[config.mk]
export PLATFORM = sky130hd
export DESIGN_NAME = pll_source_routing_control
export DESIGN_NICKNAME = d
export VERILOG_FILES = /design/src/pll_route_pkg.sv /design/src/pfd_link_if.sv /design/src/pll_source_routing_control.sv /design/src/pfd_core.sv /design/src/vco_cal_seq.sv
export VERILOG_INCLUDE_DIRS = /design/src
export SDC_FILE = /design/constraint.sdc
export NUM_CORES = 1
export LEC_CHECK = 0
export BUFFER_PORTS_ARGS = -buffer_cell sky130_fd_sc_hd__buf_4
export CAP_MARGIN = 20
export CELL_PAD_IN_SITES_DETAIL_PLACEMENT = 1
export CELL_PAD_IN_SITES_GLOBAL_PLACEMENT = 1
export CORE_ASPECT_RATIO = 0.6
export CORE_MARGIN = 4
export CORE_UTILIZATION = 35
export DETAILED_ROUTE_END_ITERATION = 6
export GPL_ROUTABILITY_DRIVEN = 0
export PLACE_DENSITY = 0.57
export RECOVER_POWER = 50
export SETUP_SLACK_MARGIN = 0.02
export SYNTH_ARGS = -nofsm -noshare
export SYNTH_HDL_FRONTEND = slang
export SYNTH_HIERARCHICAL = 1
export SYNTH_SLANG_ARGS = --single-unit
[constraint.sdc]
create_clock -name clk_sys -period 4.3 [get_ports clk_sys]
set_input_delay 0.86 -clock clk_sys [delete_from_list [all_inputs] [get_ports clk_sys]]
set_output_delay 0.86 -clock clk_sys [all_outputs]
set_load 0.1 [all_outputs]
[src/pll_route_defines.svh]
`ifndef PLL_ROUTE_DEFINES_SVH
`define PLL_ROUTE_DEFINES_SVH
// register port widths
`define ADDR_W          10
`define DATA_W          8
// register offsets
`define OFS_PLL_CTRL    10'h010
`define OFS_ABL         10'h017
`define OFS_CAL         10'h018
`define OFS_CPCUR       10'h01E
`define OFS_STATUS      10'h01F
`define OFS_VDIV        10'h1E0
`define OFS_ROUTE       10'h1E1
`define OFS_UPDATE      10'h232
`define UPDATE_KEY      8'h01
// field positions
`define F_PWR           1:0
`define F_CPM           6:4
`define F_POL           7
`define F_ABL           1:0
`define F_CAL           0
`define F_CPCUR         2:0
`define F_VDIV          2:0
`define F_BYP           0
`define F_SRC           1
`define F_ST_BUSY       0
`define F_ST_DONE       1
`define F_ST_PLLON      2
`define F_ST_UP         3
`define F_ST_DN         4
// reset values
`define RST_PLL_CTRL    8'h01
`define RST_ABL         8'h00
`define RST_CAL         8'h00
`define RST_CPCUR       8'h00
`define RST_VDIV        8'h02
`define RST_ROUTE       8'h00
// field codes
`define PWR_NORMAL      2'h0
`define PWR_DOWN        2'h1
`define CPM_HIZ         3'h0
`define CPM_UP          3'h1
`define CPM_DOWN        3'h2
`define CPM_NORMAL      3'h3
`define VDIV_MAX        3'h4
// calibration timing
`define CLK_PERIOD_NS   50
`define CAL_TIME_NS     10000
`define CAL_CYCLES      ((`CAL_TIME_NS + `CLK_PERIOD_NS - 1) / `CLK_PERIOD_NS)
`define CAL_CNT_W       8
`endif

[src/pll_route_pkg.sv]
`default_nettype none
package pll_route_pkg;
  // calibration sequencer states
  typedef enum logic [1:0] {
    CAL_IDLE = 2'b00,
    CAL_RUN  = 2'b01,
    CAL_DONE = 2'b10
  } cal_state_type;
endpackage
`default_nettype wire

[src/pfd_link_if.sv]
`timescale 1ns/1ps
`default_nettype none
interface pfd_link_if;
  logic       ref_tick;  // r counter output pulse
  logic       fb_tick;   // n counter output pulse
  logic       run;       // detector enabled
  logic [1:0] abl_sel;   // antibacklash width select
  logic       up;        // raw pump-up request
  logic       dn;        // raw pump-down request
  modport ctrl (output ref_tick, output fb_tick, output run, output abl_sel,
                input up, input dn);
  modport pfd  (input ref_tick, input fb_tick, input run, input abl_sel,
                output up, output dn);
endinterface
`default_nettype wire

[src/pll_source_routing_control.sv]
// Local design decisions: the register addresses and strobed register access.
`timescale 1ns/1ps
`default_nettype none
`include "pll_route_defines.svh"
// Summary of operation
// RULE1: software routes vco through divider, limit 1600MHz
// RULE2: power field 00 runs pll, 01 powers down
// RULE3: bypass bit 0 uses divider, 1 bypasses
// RULE4: source bit 1 internal vco, 0 external clock
// RULE5: calibrate by setting cal bit then update
// RULE6: clear cal bit and update before recalibrating
// RULE7: settings act only after update write 0x01
// RULE8: polarity bit 0 positive, 1 negative slope
// RULE9: polarity matters only for external oscillators; the code applies the polarity swap with the internal vco as well
// RULE10: antibacklash field sets overlap pulse width
// RULE11: detector compares r and n, drives pump
// RULE12: pump mode: hiz, normal, forced up, down
// RULE13: pump current has eight selectable steps
// RULE14: bypass only when source below 1600MHz
// RULE15: external vco below limit: pll on, bypass
// RULE16: vco divider field selects two to six
// RULE17: reference present, divider toggling during calibration; the code checks only vco source and loop power before a start
// RULE18: unused power and divider codes are reserved
module pll_source_routing_control (
  input  wire logic                          clk_sys,
  input  wire logic                          rst_n,
  input  wire logic                          ce,
  input  wire logic [`ADDR_W-1:0]            reg_addr,
  input  wire logic [`DATA_W-1:0]            reg_wdata,
  input  wire logic                          reg_wr,
  input  wire logic                          reg_rd,
  output logic      [`DATA_W-1:0]            reg_rdata,
  input  wire logic                          ref_tick,
  input  wire logic                          fb_tick,
  output logic                               pll_pd,
  output logic                               vco_pwr_en,
  output logic                               dist_src_vco,
  output logic                               vdiv_bypass,
  output logic      [2:0]                    vdiv_code,
  output logic                               cp_up,
  output logic                               cp_dn,
  output logic                               cp_drive_en,
  output logic      [2:0]                    cp_current,
  output var        pll_route_pkg::cal_state_type cal_state
);
  import pll_route_pkg::*;

  // staged copies: what software writes, not yet in force
  logic [`DATA_W-1:0] buf_ctrl_reg;
  logic [`DATA_W-1:0] buf_abl_reg;
  logic [`DATA_W-1:0] buf_cal_reg;
  logic [`DATA_W-1:0] buf_cpcur_reg;
  logic [`DATA_W-1:0] buf_vdiv_reg;
  logic [`DATA_W-1:0] buf_route_reg;
  // active copies: what the hardware obeys
  logic [`DATA_W-1:0] act_ctrl_reg;
  logic [`DATA_W-1:0] act_abl_reg;
  logic [`DATA_W-1:0] act_cal_reg;
  logic [`DATA_W-1:0] act_cpcur_reg;
  logic [`DATA_W-1:0] act_vdiv_reg;
  logic [`DATA_W-1:0] act_route_reg;
  // registered outputs
  logic [`DATA_W-1:0] rdata_reg;
  logic               pll_pd_reg;
  logic               vco_pwr_en_reg;
  logic               dist_src_vco_reg;
  logic               vdiv_bypass_reg;
  logic [2:0]         vdiv_code_reg;
  logic               cp_up_reg;
  logic               cp_dn_reg;
  logic               cp_drive_en_reg;
  logic [2:0]         cp_current_reg;
  cal_state_type      cal_state_reg;
  cal_state_type      cal_state_w;   // sequencer state, straight from the sequencer's state register

  // write decode, one wire per register
  wire wr_ctrl   = reg_wr && (reg_addr == `OFS_PLL_CTRL);
  wire wr_abl    = reg_wr && (reg_addr == `OFS_ABL);
  wire wr_cal    = reg_wr && (reg_addr == `OFS_CAL);
  wire wr_cpcur  = reg_wr && (reg_addr == `OFS_CPCUR);
  wire wr_vdiv   = reg_wr && (reg_addr == `OFS_VDIV);
  wire wr_route  = reg_wr && (reg_addr == `OFS_ROUTE);
  // only the exact key transfers; other values to that address are dropped
  wire do_update = reg_wr && (reg_addr == `OFS_UPDATE) && (reg_wdata == `UPDATE_KEY);

  // decoded active settings
  wire [1:0] pwr_field = act_ctrl_reg[`F_PWR];
  // reserved power codes are treated as off, the safe choice for the loop
  wire       pll_on    = (pwr_field == `PWR_NORMAL);                // see RULE2 see RULE18
  wire [2:0] cpm_field = act_ctrl_reg[`F_CPM];
  wire       pol_neg   = act_ctrl_reg[`F_POL];
  wire       src_vco   = act_route_reg[`F_SRC];
  wire       cal_bit   = act_cal_reg[`F_CAL];
  // the new active cal bit as it will be after this cycle's transfer
  wire       cal_bit_new = do_update ? buf_cal_reg[`F_CAL] : cal_bit;
  wire       src_new     = do_update ? buf_route_reg[`F_SRC] : src_vco;
  wire       pwr_on_new  = do_update ? (buf_ctrl_reg[`F_PWR] == `PWR_NORMAL) : pll_on;
  // a calibration starts only on a 0 to 1 transfer of the cal bit,
  // so software must clear and update before each recalibration
  wire       cal_start = do_update && !cal_bit && cal_bit_new
                         && src_new && pwr_on_new;                  // see RULE5 see RULE6
  // losing the vco or the loop power kills a running calibration
  wire       cal_abort = !src_new || !pwr_on_new;

  // status word shows the block's own state
  wire [`DATA_W-1:0] status_w = {3'h0, cp_dn_reg, cp_up_reg, pll_on,
                                 (cal_state_reg == CAL_DONE),
                                 (cal_state_reg == CAL_RUN)};

  // read mux; unmapped addresses and the update register read zero
  wire [`DATA_W-1:0] rd_mux =
      (reg_addr == `OFS_PLL_CTRL) ? buf_ctrl_reg  :
      (reg_addr == `OFS_ABL)      ? buf_abl_reg   :
      (reg_addr == `OFS_CAL)      ? buf_cal_reg   :
      (reg_addr == `OFS_CPCUR)    ? buf_cpcur_reg :
      (reg_addr == `OFS_STATUS)   ? status_w      :
      (reg_addr == `OFS_VDIV)     ? buf_vdiv_reg  :
      (reg_addr == `OFS_ROUTE)    ? buf_route_reg : '0;

  // pump command from mode field; polarity swaps the detector outputs
  pfd_link_if lnk ();
  wire pfd_up_pol = pol_neg ? lnk.dn : lnk.up;                     // see RULE8
  wire pfd_dn_pol = pol_neg ? lnk.up : lnk.dn;                     // see RULE8
  wire cpm_norm   = (cpm_field == `CPM_NORMAL);
  wire cpm_up     = (cpm_field == `CPM_UP);
  wire cpm_dn     = (cpm_field == `CPM_DOWN);
  // high impedance for holdover and for any unassigned mode code
  wire cp_drive_w = pll_on && (cpm_norm || cpm_up || cpm_dn);      // see RULE12
  wire cp_up_w    = pll_on && (cpm_up || (cpm_norm && pfd_up_pol)); // see RULE12
  wire cp_dn_w    = pll_on && (cpm_dn || (cpm_norm && pfd_dn_pol)); // see RULE12

  // detector link: runs only while the loop is powered
  assign lnk.ref_tick = ref_tick;
  assign lnk.fb_tick  = fb_tick;
  assign lnk.run      = pll_on;
  assign lnk.abl_sel  = act_abl_reg[`F_ABL];

  pfd_core u_pfd (
    .clk_sys (clk_sys),
    .rst_n   (rst_n),
    .ce      (ce),
    .lnk     (lnk)
  );

  vco_cal_seq u_cal (
    .clk_sys (clk_sys),
    .rst_n   (rst_n),
    .ce      (ce),
    .start   (cal_start),
    .abort   (cal_abort),
    .state   (cal_state_w)
  );

  // staged registers take software writes
  always_ff @(posedge clk_sys or negedge rst_n) begin
    if (!rst_n) begin
      buf_ctrl_reg  <= `RST_PLL_CTRL;
      buf_abl_reg   <= `RST_ABL;
      buf_cal_reg   <= `RST_CAL;
      buf_cpcur_reg <= `RST_CPCUR;
      buf_vdiv_reg  <= `RST_VDIV;
      buf_route_reg <= `RST_ROUTE;
    end else if (ce) begin
      if (wr_ctrl)  buf_ctrl_reg  <= reg_wdata;
      if (wr_abl)   buf_abl_reg   <= reg_wdata;
      if (wr_cal)   buf_cal_reg   <= reg_wdata;
      if (wr_cpcur) buf_cpcur_reg <= reg_wdata;
      if (wr_vdiv)  buf_vdiv_reg  <= reg_wdata;
      if (wr_route) buf_route_reg <= reg_wdata;
    end
  end

  // active registers change only on the update key
  always_ff @(posedge clk_sys or negedge rst_n) begin
    if (!rst_n) begin
      act_ctrl_reg  <= `RST_PLL_CTRL;
      act_abl_reg   <= `RST_ABL;
      act_cal_reg   <= `RST_CAL;
      act_cpcur_reg <= `RST_CPCUR;
      act_vdiv_reg  <= `RST_VDIV;
      act_route_reg <= `RST_ROUTE;
    end else if (ce && do_update) begin                             // see RULE7
      act_ctrl_reg  <= buf_ctrl_reg;
      act_abl_reg   <= buf_abl_reg;
      act_cal_reg   <= buf_cal_reg;
      act_cpcur_reg <= buf_cpcur_reg;
      act_vdiv_reg  <= buf_vdiv_reg;
      act_route_reg <= buf_route_reg;
    end
  end

  // read data stand only in the cycle after the strobe
  always_ff @(posedge clk_sys or negedge rst_n) begin
    if (!rst_n) begin
      rdata_reg <= '0;
    end else if (ce) begin
      rdata_reg <= reg_rd ? rd_mux : '0;
    end
  end

  // routing and divider outputs, registered from the active copies
  always_ff @(posedge clk_sys or negedge rst_n) begin
    if (!rst_n) begin
      pll_pd_reg       <= 1'b1;
      vco_pwr_en_reg   <= 1'b0;
      dist_src_vco_reg <= 1'b0;
      vdiv_bypass_reg  <= 1'b0;
      vdiv_code_reg    <= 3'(`RST_VDIV);
    end else if (ce) begin
      pll_pd_reg       <= !pll_on;                                  // see RULE2
      // internal vco idles whenever the external input is chosen
      vco_pwr_en_reg   <= pll_on && src_vco;                        // see RULE4
      dist_src_vco_reg <= src_vco;                                  // see RULE4
      vdiv_bypass_reg  <= act_route_reg[`F_BYP];                    // see RULE3
      // code 0..4 means divide by 2..6; higher codes pass through unchecked
      vdiv_code_reg    <= act_vdiv_reg[`F_VDIV];                    // see RULE16 see RULE18
    end
  end

  // charge pump outputs and calibration state
  always_ff @(posedge clk_sys or negedge rst_n) begin
    if (!rst_n) begin
      cp_up_reg       <= 1'b0;
      cp_dn_reg       <= 1'b0;
      cp_drive_en_reg <= 1'b0;
      cp_current_reg  <= 3'h0;
      cal_state_reg   <= CAL_IDLE;
    end else if (ce) begin
      cp_up_reg       <= cp_up_w;                                   // see RULE11
      cp_dn_reg       <= cp_dn_w;                                   // see RULE11
      cp_drive_en_reg <= cp_drive_w;                                // see RULE12
      cp_current_reg  <= act_cpcur_reg[`F_CPCUR];                   // see RULE13
      cal_state_reg   <= cal_state_w;
    end
  end

  assign reg_rdata    = rdata_reg;
  assign pll_pd       = pll_pd_reg;
  assign vco_pwr_en   = vco_pwr_en_reg;
  assign dist_src_vco = dist_src_vco_reg;
  assign vdiv_bypass  = vdiv_bypass_reg;
  assign vdiv_code    = vdiv_code_reg;
  assign cp_up        = cp_up_reg;
  assign cp_dn        = cp_dn_reg;
  assign cp_drive_en  = cp_drive_en_reg;
  assign cp_current   = cp_current_reg;
  assign cal_state    = cal_state_reg;

  // staged writes leave the hardware alone until the key arrives
  property p_no_update_hold;
    @(posedge clk_sys) disable iff (!rst_n)
      !do_update |=> $stable(act_ctrl_reg) && $stable(act_route_reg);
  endproperty
  a_no_update_hold: assert property (p_no_update_hold) else $error("active changed"); // see RULE7
  property p_update_copy;
    @(posedge clk_sys) disable iff (!rst_n)
      ce && do_update |=> act_ctrl_reg == $past(buf_ctrl_reg)
                          && act_vdiv_reg == $past(buf_vdiv_reg);
  endproperty
  a_update_copy: assert property (p_update_copy) else $error("update lost"); // see RULE7
  property p_power;
    @(posedge clk_sys) disable iff (!rst_n)
      ce ##1 ce |-> pll_pd_reg == ($past(act_ctrl_reg[`F_PWR]) != `PWR_NORMAL);
  endproperty
  a_power: assert property (p_power) else $error("power state wrong"); // see RULE2
  property p_bypass;
    @(posedge clk_sys) disable iff (!rst_n)
      ce && do_update ##1 ce |=> vdiv_bypass_reg == $past(buf_route_reg[`F_BYP], 2);
  endproperty
  a_bypass: assert property (p_bypass) else $error("bypass wrong"); // see RULE3
  property p_source;
    @(posedge clk_sys) disable iff (!rst_n)
      ce && do_update ##1 ce |=> dist_src_vco_reg == $past(buf_route_reg[`F_SRC], 2);
  endproperty
  a_source: assert property (p_source) else $error("source wrong"); // see RULE4
  property p_polarity;
    @(posedge clk_sys) disable iff (!rst_n)
      ce && pll_on && cpm_norm && pol_neg && lnk.dn && !lnk.up |=> cp_up_reg && !cp_dn_reg;
  endproperty
  a_polarity: assert property (p_polarity) else $error("polarity swap wrong"); // see RULE8
  property p_hiz;
    @(posedge clk_sys) disable iff (!rst_n)
      ce && (cpm_field == `CPM_HIZ) |=> !cp_drive_en_reg && !cp_up_reg && !cp_dn_reg;
  endproperty
  a_hiz: assert property (p_hiz) else $error("pump not idle"); // see RULE12
  property p_current;
    @(posedge clk_sys) disable iff (!rst_n)
      ce |=> cp_current_reg == $past(act_cpcur_reg[`F_CPCUR]);
  endproperty
  a_current: assert property (p_current) else $error("pump current wrong"); // see RULE13
  property p_vdiv;
    @(posedge clk_sys) disable iff (!rst_n)
      ce && do_update ##1 ce |=> vdiv_code_reg == $past(buf_vdiv_reg[`F_VDIV], 2);
  endproperty
  a_vdiv: assert property (p_vdiv) else $error("divider code wrong"); // see RULE16
  // a qualified start shows as running two edges later
  property p_cal_start;
    @(posedge clk_sys) disable iff (!rst_n)
      ce && cal_start ##1 ce |=> cal_state_reg == CAL_RUN;
  endproperty
  a_cal_start: assert property (p_cal_start) else $error("calibration not started"); // see RULE5
  // losing power or the vco source drops the sequencer to idle
  property p_cal_abort;
    @(posedge clk_sys) disable iff (!rst_n)
      ce && cal_abort ##1 ce |=> cal_state_reg == CAL_IDLE;
  endproperty
  a_cal_abort: assert property (p_cal_abort) else $error("calibration not aborted"); // see RULE2
endmodule
`default_nettype wire

[src/pfd_core.sv]
`timescale 1ns/1ps
`default_nettype none
`include "pll_route_defines.svh"
module pfd_core (
  input  wire logic clk_sys,
  input  wire logic rst_n,
  input  wire logic ce,
  pfd_link_if.pfd   lnk
);
  logic       up_reg;   // up flag, set by reference edge
  logic       dn_reg;   // down flag, set by feedback edge
  logic [1:0] abl_reg;  // overlap counter for antibacklash pulse
  wire        both = up_reg && dn_reg;
  wire        abl_end = both && (abl_reg == lnk.abl_sel);
  assign lnk.up = up_reg;
  assign lnk.dn = dn_reg;

  // flags: an arriving edge wins over the reset at pulse end
  always_ff @(posedge clk_sys or negedge rst_n) begin
    if (!rst_n) begin
      up_reg  <= 1'b0;
      dn_reg  <= 1'b0;
      abl_reg <= 2'h0;
    end else if (ce) begin
      if (!lnk.run) begin
        up_reg  <= 1'b0;
        dn_reg  <= 1'b0;
        abl_reg <= 2'h0;
      end else begin
        up_reg  <= lnk.ref_tick || (up_reg && !abl_end); // see RULE11
        dn_reg  <= lnk.fb_tick || (dn_reg && !abl_end);  // see RULE11
        abl_reg <= (both && !abl_end) ? abl_reg + 2'h1 : 2'h0; // see RULE10
      end
    end
  end

  property p_ref_sets_up;
    @(posedge clk_sys) disable iff (!rst_n) ce && lnk.run && lnk.ref_tick |=> up_reg;
  endproperty
  a_ref_sets_up: assert property (p_ref_sets_up) else $error("ref edge lost"); // see RULE11
  property p_abl_width;
    @(posedge clk_sys) disable iff (!rst_n)
      ce && lnk.run && abl_end && !lnk.ref_tick && !lnk.fb_tick |=> !up_reg && !dn_reg;
  endproperty
  a_abl_width: assert property (p_abl_width) else $error("antibacklash end wrong"); // see RULE10
endmodule
`default_nettype wire

[src/vco_cal_seq.sv]
`timescale 1ns/1ps
`default_nettype none
`include "pll_route_defines.svh"
module vco_cal_seq (
  input  wire logic                       clk_sys,
  input  wire logic                       rst_n,
  input  wire logic                       ce,
  input  wire logic                       start,
  input  wire logic                       abort,
  output var  pll_route_pkg::cal_state_type state
);
  import pll_route_pkg::*;
  cal_state_type        state_reg;  // sequencer state
  cal_state_type        state_next;
  logic [`CAL_CNT_W-1:0] cnt_reg;   // cycles spent calibrating
  wire                  cnt_last = (cnt_reg == `CAL_CNT_W'(`CAL_CYCLES - 1));
  assign state = state_reg;

  // next state: abort beats everything, a fresh start restarts from done
  always_comb begin
    state_next = state_reg;
    case (state_reg)
      CAL_IDLE: state_next = start ? CAL_RUN : CAL_IDLE;
      CAL_RUN:  state_next = cnt_last ? CAL_DONE : CAL_RUN;
      CAL_DONE: state_next = start ? CAL_RUN : CAL_DONE;
      default:  state_next = CAL_IDLE;
    endcase
    if (abort) begin
      state_next = CAL_IDLE;
    end
  end

  // state and counter
  always_ff @(posedge clk_sys or negedge rst_n) begin
    if (!rst_n) begin
      state_reg <= CAL_IDLE;
      cnt_reg   <= '0;
    end else if (ce) begin
      state_reg <= state_next;
      cnt_reg   <= (state_reg == CAL_RUN && state_next == CAL_RUN) ? cnt_reg + 1'b1 : '0;
    end
  end
endmodule
`default_nettype wire

**Word-level counts from Yosys, hierarchy flattened**

Cells that the tools add are included.

- Reduce and logical (&&, ||, !) cells: 46
- Muxes and demuxes: 23
- $add $sub $neg: 2
- Eq/ne operators: 19

Operators with widths:

| cell | number |
|---|---|
| 8-bit two-way mux | 9 |
| 10-bit by 5-bit == test with 1-bit output (second input constant) | 5 |
| 1-bit logical AND | 25 |
| 10-bit by 9-bit == test with 1-bit output (second input constant) | 2 |
| 2-bit AND reduction | 6 |
| 10-bit == test (second input constant) | 1 |
| 2-bit two-way mux | 5 |
| 8-bit by 1-bit adder with 8-bit output (second input constant) | 1 |
| 8-bit by 1-bit == test with 1-bit output (second input constant) | 1 |
| 8-bit == test (second input constant) | 1 |
| 1-bit two-way mux | 8 |
| 1-bit logical OR | 7 |
| 2-bit by 1-bit == test with 1-bit output (second input constant) | 3 |
| 3-bit by 2-bit == test with 1-bit output (second input constant) | 2 |
| 2-bit zero test | 3 |
| 2-bit one-hot mux with 3 select lines | 1 |
| 1-bit zero test | 5 |
| 2-bit == test (second input constant) | 2 |
| 3-bit by 1-bit == test with 1-bit output (second input constant) | 1 |
| 2-bit by 1-bit adder with 2-bit output (second input constant) | 1 |
| 2-bit == test | 1 |

- Output and inout bits: 23
- Register bits after elaboration: 104
- Input bits: 25
- Logic and storage cells: 118

**Longest topological paths before layout**

- Word-level depth: 13
- Mapped depth: 10
- Mapped depth without buffers: 8

**Modules after synthesis**

Netlist, hierarchy kept.

By module, submodules not included:

| module | sequential area each (um^2) | area each (um^2) | cells each | instances |
|---|---|---|---|---|
| pll_source_routing_control | 2209.6 | 4275.4 | 327 | 1 |
| vco_cal_seq | 250.2 | 539.3 | 54 | 1 |
| pfd_core | 100.1 | 246.5 | 24 | 1 |

**Worst setup path after synthesis**

Ideal clock, no wire load.

- Path type: input to register
- Start: input reg_addr[3]
- End: register u_cal.cnt_reg[3]
- Buffers on the path: 2
- Stages on the path: 10
- Data required time: 4.217 ns
- Arrival: 3.613 ns
- Setup time: 0.083 ns
- Path slack: 0.605 ns
- Path through: buf_2 or3b_1 buf_6 or3_1 nor4_1 mux2i_1 or3b_1 a41o_2 or4_1 o21ai_0

- Elaborated cells between the ends (all ways): 20
- Those cells by class: eq/ne: 2; mux: 8; reduce/logical: 10

RTL lines:

| element | RTL line | source |
|---|---|---|
| start: declaration | pll_source_routing_control.sv:28 | `` input wire logic [`ADDR_W-1:0] reg_addr, `` |
| 10-bit == test (no line) * | - |  |
| 1-bit logical AND * (2 in a row) | pll_source_routing_control.sv:84 | `` wire do_update = reg_wr && (reg_addr == `OFS_UPDATE) && (reg_wdata == `UPDATE_KEY); `` |
| 1-bit two-way mux, on equally long branches | pll_source_routing_control.sv:96, pll_source_routing_control.sv:97 |  |
| 1-bit zero test | pll_source_routing_control.sv:103 | `wire cal_abort = !src_new \|\| !pwr_on_new;` |
| 1-bit logical OR * | pll_source_routing_control.sv:103 |  |
| via cal_abort | pll_source_routing_control.sv:103 |  |
| 2-bit two-way mux * | vco_cal_seq.sv:28 | `if (abort) begin` |
| 2-bit by 1-bit == test with 1-bit output * | vco_cal_seq.sv:40 | `cnt_reg <= (state_reg == CAL_RUN && state_next == CAL_RUN) ? cnt_reg + 1'b1 : '0;` |
| 1-bit logical AND * | vco_cal_seq.sv:40 |  |
| 8-bit two-way mux * | vco_cal_seq.sv:40 |  |
| end signal: assignment | vco_cal_seq.sv:40 |  |
| end: declaration | vco_cal_seq.sv:15 | `` logic [`CAL_CNT_W-1:0] cnt_reg; `` |

Mark *: on every way through the listed nets, which the timed path passes. The rest lies on a longest branch.
A chain may end at the register's enable or synchronous reset.

**Final worst setup path**

- Start: input reg_addr[2]
- End: register u_cal.cnt_reg[3]

Same word-level chain as after synthesis.

==> impl_results.md <==
- Max Fclk: between 200 and 300 MHz
- Post-synthesis mux area share: 21.2%
- Area Growth Syn to Fin: 15.9%
- Vias: roughly 3600
- CP required: approximately 4.6 ns
- Clock latency on the worst-skew pair: between 0.3 and 0.4 ns
- GRT Max-Usage Layer: met1
- Maximum fanout along the worst path: 12
- Cts bufs inserted: 9
- Netlist Area Pre-Place: ~5000 µm²
- Power Internal: 1.42 mW
- Setup TNS: 0 ns
- Placed inst area: 5600 µm²
- FF-to-FF path depth: 7
- Final setup margin: 0.604 ns
- First-pass GRT wire length: roughly 22000 µm
- Clock Tree Root: clkbuf_16
- Vias in the first global route: 3660
- GRT Total Usage: between 10% and 20%
- Cts hold-fix bufs: 0
- FP Rows: 33
- Die Y: 101 µm
- Pre-antenna DRT Iters: 4
- Hold Path End: pll_pd$_DFFE_PN1P_
- Met2 Usage GRT: a little under a quarter
- Nets: 478
- Hold path start: pll_pd$_DFFE_PN1P_
- Met3 GRT Util: under 10%
- Most common cell in the netlist: dfrtp_1
- Seq pwr share: between 50 and 60%
- Async set-reset flop share out of synthesis: 100%
- Unrepaired setup endpoints after global routing: no
- Filler cells: 1494
- Post-CTS Setup Bufs: 0
- Resize count post-CTS: 0
- Worst Tran Pin Value: 2.24 ns
- Synth Warn #: 6
- Switching Share: 25.7%
- DRC Markers: 0
- Critical path class: input port to register
- Routed wire length: 14000 µm
- Outcome: finished with violations
- Clock-pin slew on the worst setup and hold paths: 0.07 ns
- M1 GR Usage: between 20% and 30%
- Initial antenna violation count: 0
- Max VDD drop: around 0.00019 V
- Arrival time worst endpoint: 3.97 ns
- Total die area: 16500 µm²
- Largest family of logic cells by synthesized area: multiplexers
- Max-slew violation count: 80
- Rel. slew slack: -49.3%
- Total leakage power: 2.74 nW
- Routed length per instance: 21.6 µm
- Iteration-0 DRC Markers: 248
- Clock power frac: 41.9%
- Remaining Overflow, GRT: 0
- Die X: 163 µm
- CP Capture Type: register
- Placeable Area: about 14000 µm²
- Largest area contributor in the netlist: dfrtp_1
- Largest net degree at the start of global routing: 40
- Synth area leaders: dfrtp_1, mux2_2, dfstp_2, mux2_4, mux2i_1
- Post-Synth XOR/XNOR Area: 0.989%
- Crit path launch type: input port
- Post-route ant nets: 0
- Final HPWL DP: ~10000 µm
- Initial Util: around 36%
- Syn Nets: 431
- Synth cell count leaders: dfrtp_1, mux2_2, a21oi_1
- Final worst path period share: between 80% and 90%
- Seq cells post-synth: 102
- Seq/Total Area, Yosys: 50.6%
- Worst R2R Start: act_ctrl_reg[1]$_DFFE_PN0P_
- Share of post-route cells with drive strength above 1: ~37%
- Clk buf depth: 2
- Placement Setup Slack: 0.206 ns
- Skew final: approximately 0.01 ns
- Worst hold path depth: 2
- N_diodes: 0
- Pwr Density: between 300 and 400 nW/µm²
- NetSw: 490 µW
- Post-Synthesis Cells: 405
- Tmin final: 3.70 ns
- CTS tree: built
- Finished Cell Area: about 5900 µm²
- Worst hold path class: register to register
- Port buffer count: 47
- I/O pin cnt: 48
- Mean post-synth cell area: 12.5 µm²
- EDFF count, synth: 0
- Clock Sinks: 102
- Yosys cell types: 66
- Simple-gate share of the synthesized area: 13.9%
- Failing checks: capacitance limit, slew limit
- Adder-cell share of the synthesized area: 0.247%
- Max cap viols: 2
- R2r setup slk: 1.74 ns
- Ys flop type: dfrtp_1
- H-tree depth: 3
- Setup violations, final: 0
- Logic pwr share: 6.7%
- Yosys top cell area share: a little under half
- Vias/cell: 5.55
- Worst R2R End: u_cal/cnt_reg[3]$_DFFE_PN0P_
- Final hold viol count: 0
- Synth Area in Compound Gates: 10.1%
[final cells by class]
class | count | area [µm²] | share of cell area (%)
tap | 192 | 240 | 4.09
clock inverter | 7 | 62.6 | 1.07
multi-input combinational | 276 | 2350 | 40.0
timing repair buffer | 56 | 404 | 6.89
inverter | 7 | 26.3 | 0.448
sequential | 102 | 2560 | 43.6
clock buffer | 9 | 225 | 3.84
[cell usage in the layout (no fill, tap or decap), types with 4 or more instances in the layout]
master / n
a21oi_1: 15
a221oi_1: 5
a22o_1: 5
a31oi_1: 5
and3_1: 6
buf_4: 51
clkbuf_16: 9
dfrtp_1: 96
dfstp_2: 6
inv_1: 6
mux2_2: 73
mux2_4: 10
mux2i_1: 10
nand2_1: 13
nand3_1: 12
nand3b_1: 5
nor2_1: 7
nor2b_1: 5
nor3_1: 5
nor3b_1: 4
nor4_1: 8
o211ai_1: 4
o21ai_0: 9
o31ai_1: 4
or3_1: 4
or4b_1: 4
[worst max-delay path: stages]
cell and delay [ns]:
buf_4 0.15, or3b_1 0.49, or3_1 0.42, nor4_1 0.49
mux2i_1 0.23, or3b_1 0.46, a41o_2 0.31, or4_1 0.47
o21ai_0 0.08
[power by group through the flow]
| stage | clock network [mW] | registers [mW] | logic [mW] |
|---|---|---|---|
| floorplan | 0 | 0.999 | 0.0570 |
| global placement | 0 | 0.996 | 0.130 |
| detailed placement | 0 | 0.996 | 0.131 |
| CTS | 0.830 | 0.978 | 0.131 |
| global route | 0.865 | 0.979 | 0.143 |
| finish | 0.799 | 0.978 | 0.129 |
[per-stage QoR]
stage | utilization (%) | std cells | hold WS [ns] | power [mW]
final | 42.2 | 649 | 0.497 | 1.91
after global routing | 42.2 | 649 | 0.511 | 1.99
after CTS | 42.3 | 649 | 0.498 | 1.94
after detailed placement | 40.2 | 633 | 0.484 | 1.13
after global placement | 40.2 | 633 | 0.481 | 1.13
after floorplan | - | 405 | 0.470 | 1.06
[kinds of logic (layout without fill, tap and decap cells)]
logic type	after synthesis	in the layout
simple gates	107	107
flops	102	102
mux	93	93
compound gates	71	71
buf+inv	27	79
xor+xnor	4	4
fa+ha+maj	1	1
[worst max-delay path by stage]
stage | from | to | slack (ns)
after floorplan | reg_addr[3] | u_cal/cnt_reg[3]$_DFFE_PN0P_ | 0.60
after global placement | reg_addr[2] | u_cal/cnt_reg[3]$_DFFE_PN0P_ | 0.31
after detailed placement | reg_addr[2] | u_cal/cnt_reg[3]$_DFFE_PN0P_ | 0.21
after CTS | reg_addr[2] | u_cal/cnt_reg[3]$_DFFE_PN0P_ | 0.59
after global routing | reg_addr[2] | u_cal/cnt_reg[5]$_DFFE_PN0P_ | 0.36
final | reg_addr[2] | u_cal/cnt_reg[3]$_DFFE_PN0P_ | 0.60
[per-layer routing]
| metal | part of all wire [%] | up-vias |
|---|---|---|
| met4 | 0.82 | 0 |
| met5 | 0 | - |
| li1 | - | 1644 |
| met2 | 40 | 93 |
| met3 | 7.1 | 10 |
| met1 | 52 | 1854 |
(Power assumes the default switching activity.)
